==> src/verilog/adcs_pkg.sv <==
package adcs_pkg;
    // system clock and converter clock limits
    localparam int unsigned SYS_CLK_HZ = 40_000_000;
    localparam int unsigned MIN_TAD_NS = 500;
    localparam int unsigned MIN_TAD_CYC =
        (MIN_TAD_NS * (SYS_CLK_HZ / 1_000_000) + 999) / 1000;
    // register byte offsets
    localparam logic [4:0] OFF_CONTROL = 5'h00;
    localparam logic [4:0] OFF_CLK_SRC = 5'h04;
    localparam logic [4:0] OFF_IRQ_STAT = 5'h08;
    localparam logic [4:0] OFF_IRQ_CLR = 5'h0c;
    localparam logic [4:0] OFF_IRQ_EN = 5'h10;
    // adc_control field positions
    localparam int CTL_TRIG_BIT = 7;
    localparam int CTL_DONE_BIT = 6;
    localparam int CTL_PINS_LSB = 3;
    localparam int CTL_CHAN_LSB = 0;
    // adc_clock_source field positions
    localparam int CSR_OFF_BIT = 7;
    localparam int CSR_FAST_BIT = 6;
    localparam int CSR_DIV_LSB = 0;
    // reset values
    localparam logic [7:0] CTL_RST = 8'h40;
    localparam logic [7:0] CSR_RST = 8'h00;
    localparam logic IRQ_RST = 1'h0;
    // divider select codes and terminal counts
    localparam logic [1:0] DIV_SEL_2 = 2'h0;
    localparam logic [1:0] DIV_SEL_8 = 2'h1;
    localparam logic [1:0] DIV_SEL_32 = 2'h2;
    localparam logic [4:0] DIV_TERM_2 = 5'h01;
    localparam logic [4:0] DIV_TERM_8 = 5'h07;
    localparam logic [4:0] DIV_TERM_32 = 5'h1f;
    localparam int unsigned DIV_RATIO_2 = 2;
    // converter clock periods per conversion
    localparam logic [4:0] CONV_TICKS = 5'h10;
    // pin count code that selects every pin
    localparam logic [2:0] PINS_ALL = 3'h7;
    // interrupt status bit of the conversion end event
    localparam int IRQ_DONE_BIT = 0;
    // conversion sequencer states
    typedef enum {ST_IDLE, ST_HELD, ST_CONV} adcs_state_t;
endpackage : adcs_pkg

==> src/verilog/adcs_clk_div.sv <==
`timescale 1ns/100ps
module adcs_clk_div
    import adcs_pkg::*;
#(
    parameter int CNT_W = 5
) (
    // clock and reset
    input wire logic i_clk_sys,
    input wire logic i_rst_n,
    // control
    input wire logic i_run,
    input wire logic [1:0] i_sel,
    // converter clock enable
    output logic o_tick
);
    logic [CNT_W-1:0] cnt_q; // cycles since last tick
    logic [CNT_W-1:0] term; // last count of the period
    logic sel_ok; // divider code is defined

    // ratio decode; the undefined code never ticks
    assign sel_ok = (i_sel != 2'h3);
    assign term = (i_sel == DIV_SEL_2) ? CNT_W'(DIV_TERM_2) :
                  (i_sel == DIV_SEL_8) ? CNT_W'(DIV_TERM_8) :
                  CNT_W'(DIV_TERM_32);
    assign o_tick = i_run && sel_ok && (cnt_q == term);

    // count while running, cleared at each tick and when stopped
    always_ff @(posedge i_clk_sys or negedge i_rst_n) begin
        if (!i_rst_n) begin
            cnt_q <= '0;
        end else if (!i_run || o_tick) begin
            cnt_q <= '0;
        end else begin
            cnt_q <= cnt_q + 1'b1;
        end
    end
endmodule : adcs_clk_div

==> src/verilog/adcs_control.sv <==
`timescale 1ns/100ps
module adcs_control
    import adcs_pkg::*;
(
    // clock and reset
    input wire logic i_clk_sys,
    input wire logic i_resetn,
    // avalon-mm slave
    input wire logic [4:0] i_avs_address,
    input wire logic i_avs_read,
    input wire logic i_avs_write,
    input wire logic [31:0] i_avs_writedata,
    input wire logic [3:0] i_avs_byteenable,
    output logic [31:0] o_avs_readdata,
    output logic o_avs_waitrequest,
    // converter core
    output logic o_conv_power,
    output logic o_conv_reset,
    output logic o_conv_busy,
    output logic o_conv_clk_en,
    output logic [2:0] o_channel_select,
    output logic [7:0] o_channel_onehot,
    // port b pins
    output logic [7:0] o_analog_pin_en,
    output logic [7:0] o_pullhigh_off,
    // interrupt
    output logic o_irq
);
    // reset synchroniser
    logic rst_meta_q; // first stage
    logic rst_n; // released copy

    always_ff @(posedge i_clk_sys or negedge i_resetn) begin
        if (!i_resetn) begin
            rst_meta_q <= 1'b0;
            rst_n <= 1'b0;
        end else begin
            rst_meta_q <= 1'b1;
            rst_n <= rst_meta_q;
        end
    end

    // register state
    logic trig_q; // conversion trigger bit
    logic done_n_q; // conversion_done_n flag
    logic [2:0] analog_pin_count_q; // pins used as analog
    logic [2:0] channel_select_q; // routed input
    logic converter_power_off_q; // power off bit
    logic clock_divider_sel_hi_q; // divider select high
    logic clock_divider_sel_lo_q; // divider select low
    logic irq_stat_q; // sticky end event
    logic irq_en_q; // end event enable
    adcs_state_t state_q; // sequencer state
    logic [4:0] tick_cnt_q; // converter periods so far
    logic ack_q; // bus answer cycle
    logic [31:0] rdata_q; // read data

    // bus decode
    wire req = i_avs_read || i_avs_write;
    wire wr_go = i_avs_write && !ack_q;
    wire lane0 = i_avs_byteenable[0];
    wire wr_ctl = wr_go && lane0 && (i_avs_address == OFF_CONTROL);
    wire wr_csr = wr_go && lane0 && (i_avs_address == OFF_CLK_SRC);
    wire wr_clr = wr_go && lane0 && (i_avs_address == OFF_IRQ_CLR);
    wire wr_en = wr_go && lane0 && (i_avs_address == OFF_IRQ_EN);
    wire wd_trig = i_avs_writedata[CTL_TRIG_BIT];
    wire [1:0] div_sel = {clock_divider_sel_hi_q, clock_divider_sel_lo_q};

    // trigger edges seen through the control write
    wire trig_rise = wr_ctl && !trig_q && wd_trig;
    wire trig_fall = wr_ctl && trig_q && !wd_trig;

    // power gate
    wire powered = (analog_pin_count_q != 3'h0) && !converter_power_off_q;

    // converter clock divider runs only during a conversion
    wire tick;
    wire conv_run = (state_q == ST_CONV) && powered;
    wire conv_end = tick && (tick_cnt_q == CONV_TICKS - 5'h01);

    adcs_clk_div #(
        .CNT_W(5)
    ) u_clk_div (
        .i_clk_sys(i_clk_sys),
        .i_rst_n(rst_n),
        .i_run(conv_run),
        .i_sel(div_sel),
        .o_tick(tick)
    );

    // divide by 2 ratio below minimum period, shown to software
    wire too_fast = (div_sel == DIV_SEL_2) && (DIV_RATIO_2 < MIN_TAD_CYC);

    // analog pin mask
    wire [7:0] pin_mask = (analog_pin_count_q == PINS_ALL) ? 8'hff :
        8'((9'h001 << analog_pin_count_q) - 9'h001);

    // read words, control layout
    wire [7:0] ctl_word = {trig_q, done_n_q, analog_pin_count_q,
                           channel_select_q};
    wire [7:0] csr_word = {converter_power_off_q, too_fast, 4'h0,
                           clock_divider_sel_hi_q, clock_divider_sel_lo_q};
    wire [31:0] rd_mux =
        (i_avs_address == OFF_CONTROL) ? {24'h0, ctl_word} :
        (i_avs_address == OFF_CLK_SRC) ? {24'h0, csr_word} :
        (i_avs_address == OFF_IRQ_STAT) ? {31'h0, irq_stat_q} :
        (i_avs_address == OFF_IRQ_EN) ? {31'h0, irq_en_q} :
        32'h0;

    // bus answer: one wait cycle, then waitrequest low
    assign o_avs_waitrequest = req && !ack_q;
    assign o_avs_readdata = rdata_q;

    always_ff @(posedge i_clk_sys or negedge rst_n) begin
        if (!rst_n) begin
            ack_q <= 1'b0;
            rdata_q <= 32'h0;
        end else begin
            ack_q <= req && !ack_q;
            rdata_q <= (i_avs_read && !ack_q) ? rd_mux : 32'h0;
        end
    end

    // software fields of adc_control and adc_clock_source
    always_ff @(posedge i_clk_sys or negedge rst_n) begin
        if (!rst_n) begin
            trig_q <= CTL_RST[CTL_TRIG_BIT];
            analog_pin_count_q <= CTL_RST[CTL_PINS_LSB +: 3];
            channel_select_q <= CTL_RST[CTL_CHAN_LSB +: 3];
            converter_power_off_q <= CSR_RST[CSR_OFF_BIT];
            clock_divider_sel_hi_q <= CSR_RST[CSR_DIV_LSB + 1];
            clock_divider_sel_lo_q <= CSR_RST[CSR_DIV_LSB];
        end else begin
            if (wr_ctl) begin
                // done bit position is not stored
                trig_q <= wd_trig;
                analog_pin_count_q <= i_avs_writedata[CTL_PINS_LSB +: 3];
                channel_select_q <= i_avs_writedata[CTL_CHAN_LSB +: 3];
            end
            if (wr_csr) begin
                converter_power_off_q <= i_avs_writedata[CSR_OFF_BIT];
                clock_divider_sel_hi_q <= i_avs_writedata[CSR_DIV_LSB + 1];
                clock_divider_sel_lo_q <= i_avs_writedata[CSR_DIV_LSB];
            end
        end
    end

    // conversion sequencer
    always_ff @(posedge i_clk_sys or negedge rst_n) begin
        if (!rst_n) begin
            state_q <= ST_IDLE;
            tick_cnt_q <= 5'h0;
            done_n_q <= CTL_RST[CTL_DONE_BIT];
        end else begin
            case (state_q)
                ST_IDLE: begin
                    if (trig_rise) begin
                        state_q <= ST_HELD;
                        done_n_q <= 1'b1;
                    end
                end
                ST_HELD: begin
                    // held in reset until trigger falls
                    if (trig_fall) begin
                        state_q <= ST_CONV;
                        tick_cnt_q <= 5'h0;
                    end
                end
                ST_CONV: begin
                    if (trig_rise) begin
                        state_q <= ST_HELD; // restart aborts
                        done_n_q <= 1'b1;
                    end else if (conv_end) begin
                        state_q <= ST_IDLE;
                        done_n_q <= 1'b0;
                    end else if (tick) begin
                        tick_cnt_q <= tick_cnt_q + 5'h01;
                    end
                end
                default: begin
                    state_q <= ST_IDLE;
                end
            endcase
        end
    end

    // interrupt status, clear and enable; set wins over clear
    always_ff @(posedge i_clk_sys or negedge rst_n) begin
        if (!rst_n) begin
            irq_stat_q <= IRQ_RST;
            irq_en_q <= IRQ_RST;
        end else begin
            if (conv_end) begin
                irq_stat_q <= 1'b1;
            end else if (wr_clr && i_avs_writedata[IRQ_DONE_BIT]) begin
                irq_stat_q <= 1'b0;
            end
            if (wr_en) begin
                irq_en_q <= i_avs_writedata[IRQ_DONE_BIT];
            end
        end
    end

    // converter and pin outputs
    assign o_irq = irq_stat_q && irq_en_q;
    assign o_conv_power = powered;
    assign o_conv_reset = (state_q == ST_HELD);
    assign o_conv_busy = (state_q == ST_CONV);
    assign o_conv_clk_en = tick;
    assign o_channel_select = channel_select_q;
    assign o_channel_onehot = 8'(9'h001 << channel_select_q);
    assign o_analog_pin_en = pin_mask;
    assign o_pullhigh_off = pin_mask;
endmodule : adcs_control

==> config.mk <==
export PLATFORM = sky130hd
export DESIGN_NAME = adcs_control
export DESIGN_NICKNAME = d
export VERILOG_FILES = /design/src/verilog/adcs_pkg.sv /design/src/verilog/adcs_clk_div.sv /design/src/verilog/adcs_control.sv
export SDC_FILE = /design/constraint.sdc
export NUM_CORES = 1
export LEC_CHECK = 0
export BUFFER_PORTS_ARGS = -buffer_cell sky130_fd_sc_hd__buf_2
export CAP_MARGIN = 10
export CORE_MARGIN = 4
export CORE_UTILIZATION = 40
export CTS_CLUSTER_DIAMETER = 40
export DETAILED_ROUTE_END_ITERATION = 12
export MAX_ROUTING_LAYER = met4
export PLACE_DENSITY = 0.85
export SLEW_MARGIN = 5
export SYNTH_ARGS = -nofsm -noshare
export SYNTH_HDL_FRONTEND = slang
export SYNTH_HIERARCHICAL = 1
export SYNTH_SLANG_ARGS = --single-unit
==> constraint.sdc <==
create_clock -name i_clk_sys -period 1.5 [get_ports i_clk_sys]
set_clock_uncertainty 0.05 [all_clocks]
set_input_delay 0.075 -clock i_clk_sys [delete_from_list [all_inputs] [get_ports i_clk_sys]]
set_output_delay 0.075 -clock i_clk_sys [all_outputs]
set_load 0.01 [all_outputs]
---- Word level (Yosys, flattened, before mapping) ----
Index checks and enable logic that the tools add are counted.
storage, ports and cells
  flip-flop bits (word level) ............. 66
  latch bits .............................. 0
  memory bits (writable) .................. 0
  ROM bits ................................ 0
  input port bits ......................... 45
  output and inout port bits .............. 65
  word-level logic and storage cells ...... 101
  memories ................................ 0
operators by class
  add/subtract/negate cells ............... 3
  multiply operators ...................... 0
  divide/modulo/power cells ............... 0
  $lt $le $gt $ge ......................... 0
  eq/ne operators ......................... 19
  shifts and indexed selects .............. 2
  mux-type cells .......................... 25
  bitwise operators ....................... 0
  reduce and logical (&&, ||, !) cells .... 36
operator list
  kind                                                                count
  32-bit 2-to-1 mux                                                   4
  32-bit one-hot mux with 3 select lines                              1
  32-bit by 2-bit == test with 1-bit output, second input constant    2
  5-bit 2-to-1 mux                                                    7
  32-bit by 1-bit == test with 1-bit output, second input constant    1
  32-bit by 3-bit == test with 1-bit output, second input constant    1
  32-bit zero test                                                    1
  8-bit 2-to-1 mux                                                    4
  1-bit logical AND                                                   19
  1-bit by 3-bit left shift with 8-bit output, first input constant   2
  5-bit by 4-bit == test with 1-bit output, second input constant     3
  2-bit inequality test, second input constant                        6
  5-bit by 1-bit adder with 5-bit output, second input constant       2
  5-bit one-hot mux with 2 select lines                               1
  8-bit by 1-bit subtractor with 8-bit output, second input constant  1
  1-bit 2-to-1 mux                                                    7
  3-bit AND reduction                                                 2
  2-bit nonzero test                                                  3
  5-bit by 3-bit == test with 1-bit output, second input constant     1
  5-bit == test                                                       1
  5-bit == test, second input constant                                1
  1-bit zero test                                                     5
  5-bit zero test                                                     1
  5-bit AND reduction                                                 1
  7 further kinds                                                     8

---- Logic depth before layout (Yosys ltp) ----
Gate-level depths: netlist of the first run.
  depth in word-level cells ............... 9
  gate-level depth with buffers ........... 9
  mapped depth without buffers ............ 8

---- Modules after synthesis ----
Netlist of the first run, hierarchy kept.
by module, submodules not included
  module        instances  cells each  area each (um^2)  sequential area each (um^2)
  adcs_control  1          174         1,783.0           777.0
  adcs_clk_div  1          24          262.8             125.1

---- Worst setup path before layout of the first run ----
Ideal clock, no wire load.
  kind .................................... register -> register
  start ................................... register state_q[0]
  end ..................................... register tick_cnt_q[2]
  setup time .............................. 0.124 ns
  arrival time ............................ 2.481 ns
  required time ........................... 1.326 ns
  setup slack ............................. -1.155 ns
  stages on the path, launching flop included .. 8
  buffers on the path ..................... 0
  period minus slack after synthesis ...... 2.655 ns
  cell sequence ........................... dfrtp_1 -> nand2b_1 -> nor3_1 -> nand2_1 -> a221oi_2 -> nor4bb_1 -> o22ai_2 -> a211o_1
on the way
  word-level cells in the longest chain between the ends .. 7
  elaborated cells between the ends (all ways) .. 14
  classes of those cells .................. eq/ne: 7; mux: 1; reduce/logical: 6
ends and longest elaborated chain
  element                                        RTL line             source
  start: declaration                             adcs_control.sv:53   adcs_state_t state_q;
  start signal: assignment                       adcs_control.sv:151  state_q <= ST_IDLE;
  start signal: assignment                       adcs_control.sv:158  state_q <= ST_HELD;
  start signal: assignment                       adcs_control.sv:165  state_q <= ST_CONV;
  32-bit by 3-bit == test with 1-bit output (*)  adcs_control.sv:78   wire conv_run = (state_q == ST_CONV) && powered;
  1-bit logical AND (*)                          adcs_control.sv:78
  net conv_run                                   adcs_control.sv:78
  1-bit logical AND (*) (2 in a row)             adcs_clk_div.sv:25   assign o_tick = i_run && sel_ok && (cnt_q == term);
  net o_conv_clk_en                              adcs_control.sv:20   output logic o_conv_clk_en,
  1-bit logical AND                              adcs_control.sv:79   wire conv_end = tick && (tick_cnt_q == CONV_TICKS - 5'h01);
  2-bit inequality test (no line)                n/a
  5-bit AND reduction (no line) (*)              n/a
  end signal: assignment                         adcs_control.sv:177  tick_cnt_q <= tick_cnt_q + 5'h01;
  end: declaration                               adcs_control.sv:54   logic [4:0] tick_cnt_q;
Mark *: on every way through the listed nets, which the timed path passes. The rest lies on a longest branch.
A chain may end at the register's enable or synchronous reset.

---- Worst setup path in the final report of the first run ----
  start ................................... register u_clk_div.cnt_q[1]
  end ..................................... register tick_cnt_q[3]
on the way
  word-level cells in the longest chain between the ends .. 5
  elaborated cells between the ends (all ways) .. 6
  classes of those cells .................. eq/ne: 3; reduce/logical: 3
ends and longest elaborated chain
  element                            RTL line            source
  start: declaration                 adcs_clk_div.sv:16  logic [CNT_W-1:0] cnt_q;
  start signal: assignment           adcs_clk_div.sv:34  cnt_q <= cnt_q + 1'b1;
  5-bit == test (*)                  adcs_clk_div.sv:25
  1-bit logical AND (*)              adcs_clk_div.sv:25
  1-bit logical AND                  adcs_control.sv:79
  2-bit inequality test (no line)    n/a
  5-bit AND reduction (no line) (*)  n/a
Mark *: on every way between the ends. The rest lies on a longest branch, timed or not.

==> run_summary.xml, run 1 <==
<?xml version="1.0" encoding="UTF-8"?>
<metrics>
  <group name="floorplanning">
    <metric name="floorplan.rows" unit="">25</metric>
    <metric name="dieHeight" unit="um">79.5</metric>
    <metric name="ios" unit="">110</metric>
    <metric name="start_util" unit="">0.422</metric>
    <metric name="floorplan.die.width" unit="um">79.5</metric>
    <metric name="die-area" unit="mm2">0.00632</metric>
    <metric name="coreArea" unit="mm2">0.00485</metric>
  </group>
  <group name="sta">
    <metric name="aggregate_negative_setup_slack" unit="ns">-9.05</metric>
    <metric name="finalWorstSetupSlack" unit="ns">-0.763</metric>
    <metric name="hold_viol_final" unit="">0</metric>
    <metric name="timing.fmax" unit="MHz">442</metric>
    <metric name="tcrit_tclk_final" unit="">1.51</metric>
    <metric name="final_setup_violation_count" unit="">25</metric>
    <metric name="rsz0062_at_grt" unit="">yes</metric>
    <metric name="period_minus_slack" unit="ns">2.26</metric>
    <metric name="finalMaxSlewViolations" unit="">0</metric>
  </group>
  <group name="route">
    <metric name="firstDrtPassIters" unit="">5</metric>
    <metric name="route.vias.total" unit="">1802</metric>
    <metric name="detail_route.drc_violations" unit="">0</metric>
    <metric name="route.detailed.wl_per_inst" unit="um">15.2</metric>
    <metric name="drtAntennaViolNets" unit="">0</metric>
    <metric name="detail_route.iter0.violations" unit="">114</metric>
    <metric name="wirelength" unit="um">5640</metric>
    <metric name="post_detailed_route_via_to_cell_ratio" unit="">4.86</metric>
  </group>
  <group name="synthesis">
    <metric name="synthDistinctLibCells" unit="">45</metric>
    <metric name="netlist_top_cells_area" unit="">dfrtp_1 (43%), buf_4 (12%), mux2_2 (6.1%)</metric>
    <metric name="synth-async-reset-ratio" unit="">1.00</metric>
    <metric name="number_of_storage_elements_in_the_synthesis_netlist" unit="">36</metric>
    <metric name="netlist.area_leader.share" unit="">0.428</metric>
    <metric name="synth_commonest_cells" unit="">dfrtp_1 (35), buf_4 (32), nor2_1 (12)</metric>
    <metric name="synth.most_common_cell" unit="">dfrtp_1</metric>
    <metric name="yosysWarnings" unit="">6</metric>
    <metric name="synth-edff-count" unit="">0</metric>
    <metric name="syn_area_cell" unit="um2">10.3</metric>
    <metric name="syn_std_cell_area" unit="mm2">0.00205</metric>
    <metric name="most_used_flip_flop_cell_after_synthesis" unit="">dfrtp_1</metric>
    <metric name="postSynthCellCount" unit="">198</metric>
    <metric name="yosysSeqAreaShare" unit="">0.441</metric>
    <metric name="synth_top_cell_by_area" unit="">dfrtp_1</metric>
  </group>
  <group name="clocking">
    <metric name="numCtsBuffers" unit="">5</metric>
    <metric name="clk-insertion-delay-late" unit="ns">0.30</metric>
    <metric name="tritoncts_num_sinks" unit="">36</metric>
    <metric name="ctsRootBufferMaster" unit="">clkbuf_8</metric>
    <metric name="clock_pin_slew_worst_setup_and_hold_paths" unit="ns">0.07</metric>
    <metric name="tritoncts" unit="">built</metric>
    <metric name="cts_htree_levels" unit="">2</metric>
    <metric name="max-clock-path-buffers" unit="">2</metric>
  </group>
  <group name="placement">
    <metric name="final_wtd_congestion" unit="">0.949</metric>
    <metric name="port-buffer-count" unit="">57</metric>
    <metric name="post-place-ws" unit="ns">-0.691</metric>
    <metric name="placedInstanceArea" unit="mm2">0.00261</metric>
    <metric name="place.detailed.hpwl" unit="um">3900</metric>
  </group>
  <group name="setup_path">
    <metric name="crit_path_end_kind" unit="">flip-flop</metric>
    <metric name="worstPathRequired" unit="ns">1.69</metric>
    <metric name="crit_chain" unit="">or4_4 &gt; a221oi_4 &gt; nor4bb_4 &gt; o41ai_2 &gt; o31ai_1 &gt; a21o_1</metric>
    <metric name="slowest_delay" unit="ns">0.55</metric>
    <metric name="data_arrival_time_at_the_worst_slack_endpoint" unit="ns">2.45</metric>
    <metric name="critPathSlowestCell" unit="">or4_4</metric>
    <metric name="ff2ff_setup_slack" unit="ns">-0.76</metric>
    <metric name="reg2reg_to" unit="">tick_cnt_q[3]</metric>
    <metric name="reg2reg_depth" unit="">6</metric>
    <metric name="timing.critical_path.fanout_max" unit="">4</metric>
    <metric name="setup.worst_path.start_class" unit="">flip-flop</metric>
    <metric name="timing.rr.start" unit="">u_clk_div/cnt_q[1]</metric>
    <metric name="critical_path_class" unit="">flip-flop to flip-flop</metric>
  </group>
  <group name="final_layout">
    <metric name="finalNetCount" unit="">351</metric>
    <metric name="area_growth" unit="%">45.1</metric>
    <metric name="postLayoutCellArea" unit="mm2">0.00297</metric>
    <metric name="layout.filler_cells" unit="">364</metric>
    <metric name="layout-drive-gt1-share" unit="">0.510</metric>
    <metric name="count_of_antenna_diodes_in_the_layout" unit="">0</metric>
  </group>
  <group name="status">
    <metric name="run_status" unit="">complete, but fails checks</metric>
    <metric name="violations" unit="">negative setup slack</metric>
  </group>
  <group name="global_routing">
    <metric name="grt_overflow" unit="">0</metric>
    <metric name="grt_max_degree" unit="">20</metric>
    <metric name="global_route.usage.total" unit="">0.187</metric>
    <metric name="grt_pass1_vias" unit="">1804</metric>
    <metric name="grt_pass1_wl" unit="um">8940</metric>
    <metric name="initial_antenna_violation_count" unit="">0</metric>
  </group>
  <group name="power_and_ir_drop">
    <metric name="vdd_ir_drop_max" unit="V">0.000575</metric>
    <metric name="power.total" unit="W">0.00240</metric>
    <metric name="pwr_density_cell" unit="mW/mm2">809</metric>
    <metric name="leakage" unit="nW">1.61</metric>
  </group>
  <group name="worst_hold_path">
    <metric name="hold_path.startpoint" unit="">i_avs_writedata[1]</metric>
    <metric name="min_to" unit="">clock_divider_sel_hi_q</metric>
    <metric name="holdCritPathClass" unit="">primary input to flip-flop</metric>
    <metric name="worst_hold_path.num_cells" unit="">2</metric>
  </group>
  <group name="flow_run">
    <metric name="timing.max_cap.violations" unit="">0</metric>
  </group>
</metrics>
power breakdown:
group | internal (W) | switching, W
Clock | 0.000493 | 0.000356
Combinational | 0.000238 | 0.000260
Sequential | 0.00101 | 0.0000422
kinds of logic after synthesis:
| logic type | share of synthesized area |
|---|---|
| AND/OR/NAND/NOR | 0.215 |
| flip-flops | 0.441 |
| buffers and inverters | 0.149 |
| AO/OA/AOI/OAI | 0.0997 |
| XOR/XNOR | 0.0128 |
| adder cells (fa/ha/maj) | 0.0184 |
| multiplexers | 0.0606 |
| other | 0.00367 |
layer usage:
metal  track usage  wire length, um  share of wire
met1         0.206             2150           0.38
met2         0.338             3110           0.55
met3        0.0406              307          0.054
met4        0.0550               68          0.012
met5             -                0              0
repair_timing:
item / 4_1_cts / 5_1_grt
endpoints found under the setup margin: 26 / 32
hold buffers: 5 / 0
resized for setup: 20 / 15
endpoints found under the hold margin: 6 / 0
pin swaps: 2 / 4
buffers inserted: 3 / 4
worst max-delay path, delay by kind of cell (launching register included):
family / cells / cell delay, ns
AND/OR/NAND/NOR: 2 / 0.90
AO/OA/AOI/OAI: 4 / 0.88
flip-flops: 1 / 0.38
worst max path at each step:
stage,to,depth (start not counted),startpoint
after floorplan,tick_cnt_q[2],5,clock_divider_sel_hi_q
after global placement,tick_cnt_q[3],6,u_clk_div/cnt_q[1]
after detailed placement,tick_cnt_q[3],6,u_clk_div/cnt_q[1]
after CTS,tick_cnt_q[3],6,u_clk_div/cnt_q[1]
after global routing,tick_cnt_q[3],6,u_clk_div/cnt_q[1]
final,tick_cnt_q[3],6,u_clk_div/cnt_q[1]
per-stage QoR:
stage | utilization | cells | hold WS, ns
6_report | 0.612 | 371 | 0.00679
5_1_grt | 0.612 | 371 | 0.0131
4_1_cts | 0.593 | 367 | 0.00240
3_5_place_dp | 0.538 | 351 | -0.186
3_3_place_gp | 0.538 | 351 | -0.189
2_1_floorplan | - | 221 | -0.271
sequential cells by signal, summed over array words and instances, names as in the netlist:
name                    cells
rst_meta_q                  1
done_n_q                    1
clock_divider_sel_lo_q      1
clock_divider_sel_hi_q      1
irq_stat_q                  1
ack_q                       1
rst_n                       1
irq_en_q                    1
analog_pin_count_q          3
u_clk_div/cnt_q             5
o_avs_readdata              8
trig_q                      1
o_channel_select            3
converter_power_off_q       1
state_q                     2
tick_cnt_q                  5
final cells by class:
class	count	area (um2)	share of cell area
tap	67	83.8	0.0282
sequential	36	902	0.304
multi-input combinational	140	1090	0.366
timing repair buffer	115	769	0.259
clock buffer	6	72.6	0.0245
clock inverter	2	35.0	0.0118
inverter	5	18.8	0.00632
placed cells by master (no fill, tap or decap), types with 3 or more instances in the layout:
master,count
dfrtp_1,35
buf_6,9
buf_4,45
nor3_4,3
nor2_1,11
and2_1,6
clkbuf_8,5
nand3_1,4
nor3_1,3
nand2b_4,3
xor2_1,3
or4_4,3
buf_2,56
nand2_1,8
mux2_4,11
and3_1,4
ha_1,3
inv_1,4
nor3b_1,7
a21o_1,4
dlygate4sd3_1,5
conb_1,25
Power figures use the tool's default switching activity.
==> run 2: changes to the inputs <==
Settings changed: BUFFER_PORTS_ARGS -buffer_cell sky130_fd_sc_hd__buf_2 to -buffer_cell sky130_fd_sc_hd__clkbuf_2.
==> run_summary.xml, run 2 (same netlist as run 1, synthesis figures left out) <==
<?xml version="1.0" encoding="UTF-8"?>
<metrics>
  <group name="power_and_ir_drop">
    <metric name="pwr_density_cell" unit="mW/mm2">808</metric>
    <metric name="power.total" unit="W">0.00240</metric>
    <metric name="leakage" unit="nW">1.57</metric>
    <metric name="vdd_ir_drop_max" unit="V">0.000752</metric>
  </group>
  <group name="floorplanning">
    <metric name="floorplan.die.width" unit="um">79.5</metric>
    <metric name="ios" unit="">110</metric>
    <metric name="die-area" unit="mm2">0.00632</metric>
    <metric name="start_util" unit="">0.422</metric>
    <metric name="floorplan.rows" unit="">25</metric>
    <metric name="dieHeight" unit="um">79.5</metric>
    <metric name="coreArea" unit="mm2">0.00485</metric>
  </group>
  <group name="final_layout">
    <metric name="multi_input_area" unit="mm2">0.00107</metric>
    <metric name="layout.cells.most_common_list" unit="">clkbuf_2 (56), buf_4 (42), dfrtp_1 (34), conb_1 (25)</metric>
    <metric name="layout-drive-gt1-share" unit="">0.500</metric>
    <metric name="count_of_antenna_diodes_in_the_layout" unit="">0</metric>
    <metric name="largest_register_ff_count" unit="">8</metric>
    <metric name="final_util" unit="">0.612</metric>
    <metric name="area_growth" unit="%">45.0</metric>
    <metric name="final_cells" unit="">371</metric>
    <metric name="layout.filler_cells" unit="">376</metric>
    <metric name="finalNetCount" unit="">351</metric>
    <metric name="most_common_cell_after_layout_fill_and_taps_aside" unit="">clkbuf_2</metric>
    <metric name="final-seq-area" unit="um2">903</metric>
  </group>
  <group name="global_routing">
    <metric name="global_route.usage.total" unit="">0.174</metric>
    <metric name="grt_overflow" unit="">0</metric>
    <metric name="grt_max_degree" unit="">20</metric>
    <metric name="grt_pass1_wl" unit="um">8360</metric>
    <metric name="initial_antenna_violation_count" unit="">0</metric>
    <metric name="grt_pass1_vias" unit="">1736</metric>
  </group>
  <group name="clocking">
    <metric name="tritoncts" unit="">built</metric>
    <metric name="clk-insertion-delay-late" unit="ns">0.29</metric>
    <metric name="ctsRootBufferMaster" unit="">clkbuf_8</metric>
    <metric name="cts_htree_levels" unit="">2</metric>
    <metric name="clock_pin_slew_worst_setup_and_hold_paths" unit="ns">0.07</metric>
    <metric name="tritoncts_num_sinks" unit="">36</metric>
    <metric name="max-clock-path-buffers" unit="">2</metric>
    <metric name="numCtsBuffers" unit="">5</metric>
  </group>
  <group name="sta">
    <metric name="period_minus_slack" unit="ns">2.22</metric>
    <metric name="finalMaxSlewViolations" unit="">0</metric>
    <metric name="hold_viol_final" unit="">0</metric>
    <metric name="rsz0062_at_grt" unit="">yes</metric>
    <metric name="tcrit_tclk_final" unit="">1.48</metric>
    <metric name="final_setup_violation_count" unit="">25</metric>
    <metric name="aggregate_negative_setup_slack" unit="ns">-8.69</metric>
    <metric name="timing.fmax" unit="MHz">450</metric>
    <metric name="finalWorstSetupSlack" unit="ns">-0.722</metric>
  </group>
  <group name="setup_path">
    <metric name="data_arrival_time_at_the_worst_slack_endpoint" unit="ns">2.40</metric>
    <metric name="critPathSlowestCell" unit="">or4_4</metric>
    <metric name="reg2reg_depth" unit="">6</metric>
    <metric name="worstPathRequired" unit="ns">1.68</metric>
    <metric name="crit_chain" unit="">or4_4 &gt; a221oi_4 &gt; nor4bb_4 &gt; o41ai_2 &gt; o31ai_1 &gt; a21o_1</metric>
    <metric name="cp-startpoint" unit="">u_clk_div/cnt_q[1]</metric>
    <metric name="critical_path_class" unit="">flip-flop to flip-flop</metric>
    <metric name="timing.rr.start" unit="">u_clk_div/cnt_q[1]</metric>
    <metric name="worstSetupEndpoint" unit="">tick_cnt_q[3]</metric>
    <metric name="reg2reg_to" unit="">tick_cnt_q[3]</metric>
    <metric name="ff2ff_setup_slack" unit="ns">-0.72</metric>
    <metric name="setup.worst_path.start_class" unit="">flip-flop</metric>
    <metric name="timing.critical_path.fanout_max" unit="">4</metric>
    <metric name="crit_path_end_kind" unit="">flip-flop</metric>
    <metric name="slowest_delay" unit="ns">0.55</metric>
  </group>
  <group name="flow_run">
    <metric name="timing.max_cap.violations" unit="">0</metric>
  </group>
  <group name="route">
    <metric name="post_detailed_route_via_to_cell_ratio" unit="">4.91</metric>
    <metric name="detail_route.iter0.violations" unit="">117</metric>
    <metric name="route.detailed.wl_per_inst" unit="um">14.7</metric>
    <metric name="detail_route.drc_violations" unit="">0</metric>
    <metric name="route.vias.total" unit="">1821</metric>
    <metric name="wirelength" unit="um">5460</metric>
    <metric name="drtAntennaViolNets" unit="">0</metric>
    <metric name="firstDrtPassIters" unit="">5</metric>
  </group>
  <group name="placement">
    <metric name="place.detailed.hpwl" unit="um">4020</metric>
    <metric name="placedCellCount" unit="">351</metric>
    <metric name="final_wtd_congestion" unit="">0.942</metric>
    <metric name="port-buffer-count" unit="">57</metric>
  </group>
  <group name="worst_hold_path">
    <metric name="holdCritPathClass" unit="">primary input to flip-flop</metric>
  </group>
  <group name="status">
    <metric name="violations" unit="">negative setup slack</metric>
    <metric name="run_status" unit="">complete, but fails checks</metric>
  </group>
</metrics>
-- run 2: cell count changes in the layout (fill, tap and decap cells not counted), moves of 2 or more --
cell / change
buf_4: -3
dlygate4sd3_1: +2
buf_2: -56
clkbuf_2: +56
-- run 2: where the power goes --
part / switching [W] / leakage, nW / internal, W
Sequential: 0.0000397 / 0.472 / 0.00101
Clock: 0.000366 / 0.0541 / 0.000492
Combinational: 0.000254 / 1.05 / 0.000234
-- run 2: stage by stage --
stage                     area, um2  setup slack [ns]  hold slack, ns
after floorplan                2180            -0.767          -0.271
after global placement         2610            -0.632          -0.188
after detailed placement       2610            -0.695          -0.187
after CTS                      2890            -0.704         0.00495
after global routing           2970            -0.848          0.0250
final                          2970            -0.722         0.00818
-- run 2: area by class of cell --
| class | instances | share of cell area |
|---|---|---|
| inverter | 5 | 0.00633 |
| clock buffer | 5 | 0.0232 |
| timing repair buffer | 115 | 0.262 |
| multi-input combinational | 140 | 0.361 |
| sequential | 36 | 0.305 |
| tap | 67 | 0.0283 |
| clock inverter | 3 | 0.0143 |
-- run 2: worst max-delay path: cells and delay by family, from the launching register on --
family | cells | cell delay, ns
compound gates | 4 | 0.87
flops | 1 | 0.38
simple gates | 2 | 0.87
-- run 2: metal layers --
metal | GRT usage | share of wire | up-vias
li1 | - | - | 856
met1 | 0.193 | 0.38 | 868
met2 | 0.303 | 0.52 | 83
met3 | 0.0406 | 0.072 | 14
met4 | 0.0653 | 0.025 | 0
met5 | - | 0 | -
-- run 2: how the worst min path moves through the flow --
stage | from | end | slack, ns | cells after the start
after floorplan | i_resetn | rst_meta_q | -0.27 | 0
after global placement | i_resetn | rst_meta_q | -0.19 | 1
after detailed placement | i_resetn | rst_meta_q | -0.19 | 1
after CTS | i_avs_writedata[1] | o_channel_select[1] | 0.005 | 2
after global routing | i_avs_write | ack_q | 0.03 | 3
final | i_avs_write | ack_q | 0.008 | 3
-- run 2: what timing repair did --
item	in CTS	in global routing
pin swaps	5	6
hold endpoints to repair	7	1
setup buffers	2	3
hold buffers	6	1
endpoints found under the setup margin	26	26
gates resized for setup	24	12
==> run 3: changes to the inputs <==
Settings changed: CORE_ASPECT_RATIO set to 0.8.
==> run_summary.xml, run 3 (same netlist as run 1, synthesis figures left out) <==
<?xml version="1.0" encoding="UTF-8"?>
<metrics>
  <group name="setup_path">
    <metric name="critical-path-top-cell-by-count" unit="">buf_4</metric>
    <metric name="critical_path_class" unit="">flip-flop to flip-flop</metric>
    <metric name="worstPathRequired" unit="ns">1.68</metric>
    <metric name="timing.rr.start" unit="">u_clk_div/cnt_q[1]</metric>
    <metric name="timing.critical_path.fanout_max" unit="">4</metric>
    <metric name="reg2reg_depth" unit="">8</metric>
    <metric name="data_arrival_time_at_the_worst_slack_endpoint" unit="ns">2.41</metric>
    <metric name="critPathSlowestCell" unit="">or4_4</metric>
    <metric name="crit_chain" unit="">or4_4 &gt; a221oi_4 &gt; nor4bb_4 &gt; buf_4 &gt; o41ai_4 &gt; buf_4 &gt; nor2_1 &gt; a21o_1</metric>
    <metric name="slowest_delay" unit="ns">0.55</metric>
    <metric name="ff2ff_setup_slack" unit="ns">-0.73</metric>
    <metric name="setup.worst_path.start_class" unit="">flip-flop</metric>
    <metric name="reg2reg_to" unit="">tick_cnt_q[0]</metric>
    <metric name="crit_path_end_kind" unit="">flip-flop</metric>
  </group>
  <group name="flow_run">
    <metric name="timing.max_cap.violations" unit="">0</metric>
  </group>
  <group name="sta">
    <metric name="final_setup_violation_count" unit="">25</metric>
    <metric name="finalWorstSetupSlack" unit="ns">-0.731</metric>
    <metric name="fin_hold_ws" unit="ns">0.0138</metric>
    <metric name="period_minus_slack" unit="ns">2.23</metric>
    <metric name="rsz0062_at_grt" unit="">yes</metric>
    <metric name="hold_viol_final" unit="">0</metric>
    <metric name="timing.fmax" unit="MHz">448</metric>
    <metric name="tcrit_tclk_final" unit="">1.49</metric>
    <metric name="finalMaxSlewViolations" unit="">0</metric>
  </group>
  <group name="power_and_ir_drop">
    <metric name="total_switching_power" unit="W">0.000673</metric>
    <metric name="clock_power_share" unit="">0.358</metric>
    <metric name="power.sequential.fraction" unit="">0.438</metric>
    <metric name="pwr-share-comb" unit="">0.204</metric>
    <metric name="switching_share" unit="">0.280</metric>
    <metric name="power.total" unit="W">0.00241</metric>
    <metric name="leakage" unit="nW">1.59</metric>
    <metric name="vdd_ir_drop_max" unit="V">0.000721</metric>
    <metric name="p_int" unit="W">0.00173</metric>
    <metric name="pwr_density_cell" unit="mW/mm2">809</metric>
  </group>
  <group name="route">
    <metric name="wirelength" unit="um">5600</metric>
    <metric name="post_detailed_route_via_to_cell_ratio" unit="">4.89</metric>
    <metric name="route.detailed.wl_per_inst" unit="um">15.3</metric>
    <metric name="detail_route.drc_violations" unit="">0</metric>
    <metric name="route.vias.total" unit="">1786</metric>
    <metric name="firstDrtPassIters" unit="">4</metric>
    <metric name="drtAntennaViolNets" unit="">0</metric>
    <metric name="detail_route.iter0.violations" unit="">61</metric>
  </group>
  <group name="global_routing">
    <metric name="global_route.usage.total" unit="">0.189</metric>
    <metric name="grt_overflow" unit="">0</metric>
    <metric name="grt_pass1_wl" unit="um">8960</metric>
    <metric name="grt_max_degree" unit="">35</metric>
    <metric name="initial_antenna_violation_count" unit="">0</metric>
    <metric name="grt_pass1_vias" unit="">1826</metric>
  </group>
  <group name="clocking">
    <metric name="max-clock-path-buffers" unit="">2</metric>
    <metric name="cts_htree_levels" unit="">2</metric>
    <metric name="tritoncts" unit="">built</metric>
    <metric name="tritoncts_num_sinks" unit="">36</metric>
    <metric name="ctsRootBufferMaster" unit="">clkbuf_8</metric>
    <metric name="numCtsBuffers" unit="">5</metric>
    <metric name="clk-insertion-delay-late" unit="ns">0.29</metric>
    <metric name="clock_pin_slew_worst_setup_and_hold_paths" unit="ns">0.08</metric>
  </group>
  <group name="floorplanning">
    <metric name="start_util" unit="">0.430</metric>
    <metric name="die-area" unit="mm2">0.00633</metric>
    <metric name="coreArea" unit="mm2">0.00476</metric>
    <metric name="floorplan.rows" unit="">22</metric>
    <metric name="dieHeight" unit="um">72.0</metric>
    <metric name="floorplan.die.width" unit="um">88.0</metric>
    <metric name="ios" unit="">110</metric>
  </group>
  <group name="final_layout">
    <metric name="most_common_cell_after_layout_fill_and_taps_aside" unit="">clkbuf_2</metric>
    <metric name="count_of_antenna_diodes_in_the_layout" unit="">0</metric>
    <metric name="finalNetCount" unit="">352</metric>
    <metric name="largest_register_ff_count" unit="">8</metric>
    <metric name="area_growth" unit="%">45.3</metric>
    <metric name="layout-drive-gt1-share" unit="">0.508</metric>
    <metric name="layout.cells.most_common_list" unit="">clkbuf_2 (56), buf_4 (43), dfrtp_1 (35), conb_1 (25), nor2_1 (12)</metric>
  </group>
  <group name="worst_hold_path">
    <metric name="hold_path.startpoint" unit="">i_avs_write</metric>
    <metric name="holdCritPathClass" unit="">primary input to flip-flop</metric>
    <metric name="worst_hold_path.num_cells" unit="">3</metric>
    <metric name="min_to" unit="">ack_q</metric>
  </group>
  <group name="placement">
    <metric name="post-place-ws" unit="ns">-0.723</metric>
    <metric name="port-buffer-count" unit="">57</metric>
    <metric name="final_wtd_congestion" unit="">0.838</metric>
    <metric name="place.detailed.hpwl" unit="um">3960</metric>
  </group>
  <group name="status">
    <metric name="run_status" unit="">complete, but fails checks</metric>
    <metric name="violations" unit="">negative setup slack</metric>
  </group>
</metrics>
[run 3: changes by cell type in the layout (fill, tap and decap cells not counted), sizes merged]
cell      change
clkbuf        +2
clkinvlp      -1
[run 3: per-layer routing]
metal	vias up	track usage	share of wire
met5	-	-	0
met4	0	0.0426	0.010
met3	6	0.0454	0.049
met2	56	0.319	0.52
met1	869	0.231	0.42
li1	855	-	-
[run 3: area by class of cell]
class                   instances  area [um2]
well taps                      60        75.1
repair buffers                116         788
inverters                       5        18.8
clock buffers                   6        72.6
clock inverters                 2        35.0
fillers                       380        1790
multi-input cells             140        1080
flip-flops and latches         36         902
[run 3: how the worst max path moves through the flow]
stage | startpoint | end | cells past startpoint
2_1_floorplan | clock_divider_sel_hi_q | tick_cnt_q[2] | 5
3_3_place_gp | u_clk_div/cnt_q[1] | tick_cnt_q[3] | 6
3_5_place_dp | u_clk_div/cnt_q[1] | tick_cnt_q[3] | 6
4_1_cts | u_clk_div/cnt_q[1] | tick_cnt_q[2] | 7
5_1_grt | u_clk_div/cnt_q[1] | tick_cnt_q[3] | 7
6_report | u_clk_div/cnt_q[1] | tick_cnt_q[0] | 8
[run 3: power groups by stage]
stage / Clock, W / Combinational [W] / Sequential (W)
2_1_floorplan: 0 / 0.000283 / 0.00107
3_3_place_gp: 0 / 0.000413 / 0.00107
3_5_place_dp: 0 / 0.000424 / 0.00107
4_1_cts: 0.000867 / 0.000462 / 0.00105
5_1_grt: 0.000932 / 0.000530 / 0.00106
6_report: 0.000863 / 0.000491 / 0.00105
[run 3: critical path, delay by kind of cell, from the launching register on]
family,cells,cell delay (ns)
AO/OA/AOI/OAI,3,0.49
buffers and inverters,2,0.34
flip-flops,1,0.39
AND/OR/NAND/NOR,3,0.91
[run 3: repair_timing]
action                                  in CTS  in global routing
hold buffers                                 6                  1
setup buffers                                9                  3
endpoints found under the hold margin        7                  1
pin swaps                                    9                  5
endpoints found under the setup margin      25                 33
resized for setup                           23                 12
[run 3: per-stage QoR]
| step | instance area [um2] | TNS, ns | utilization | std cells |
|---|---|---|---|---|
| finish | 2970 | -7.24 | 0.624 | 365 |
| global placement | 2570 | -6.71 | 0.541 | 341 |
| global route | 2970 | -8.75 | 0.624 | 365 |
| CTS | 2900 | -6.92 | 0.610 | 363 |
| detailed placement | 2570 | -7.56 | 0.541 | 341 |
| floorplan | 2180 | -7.65 | - | 221 |
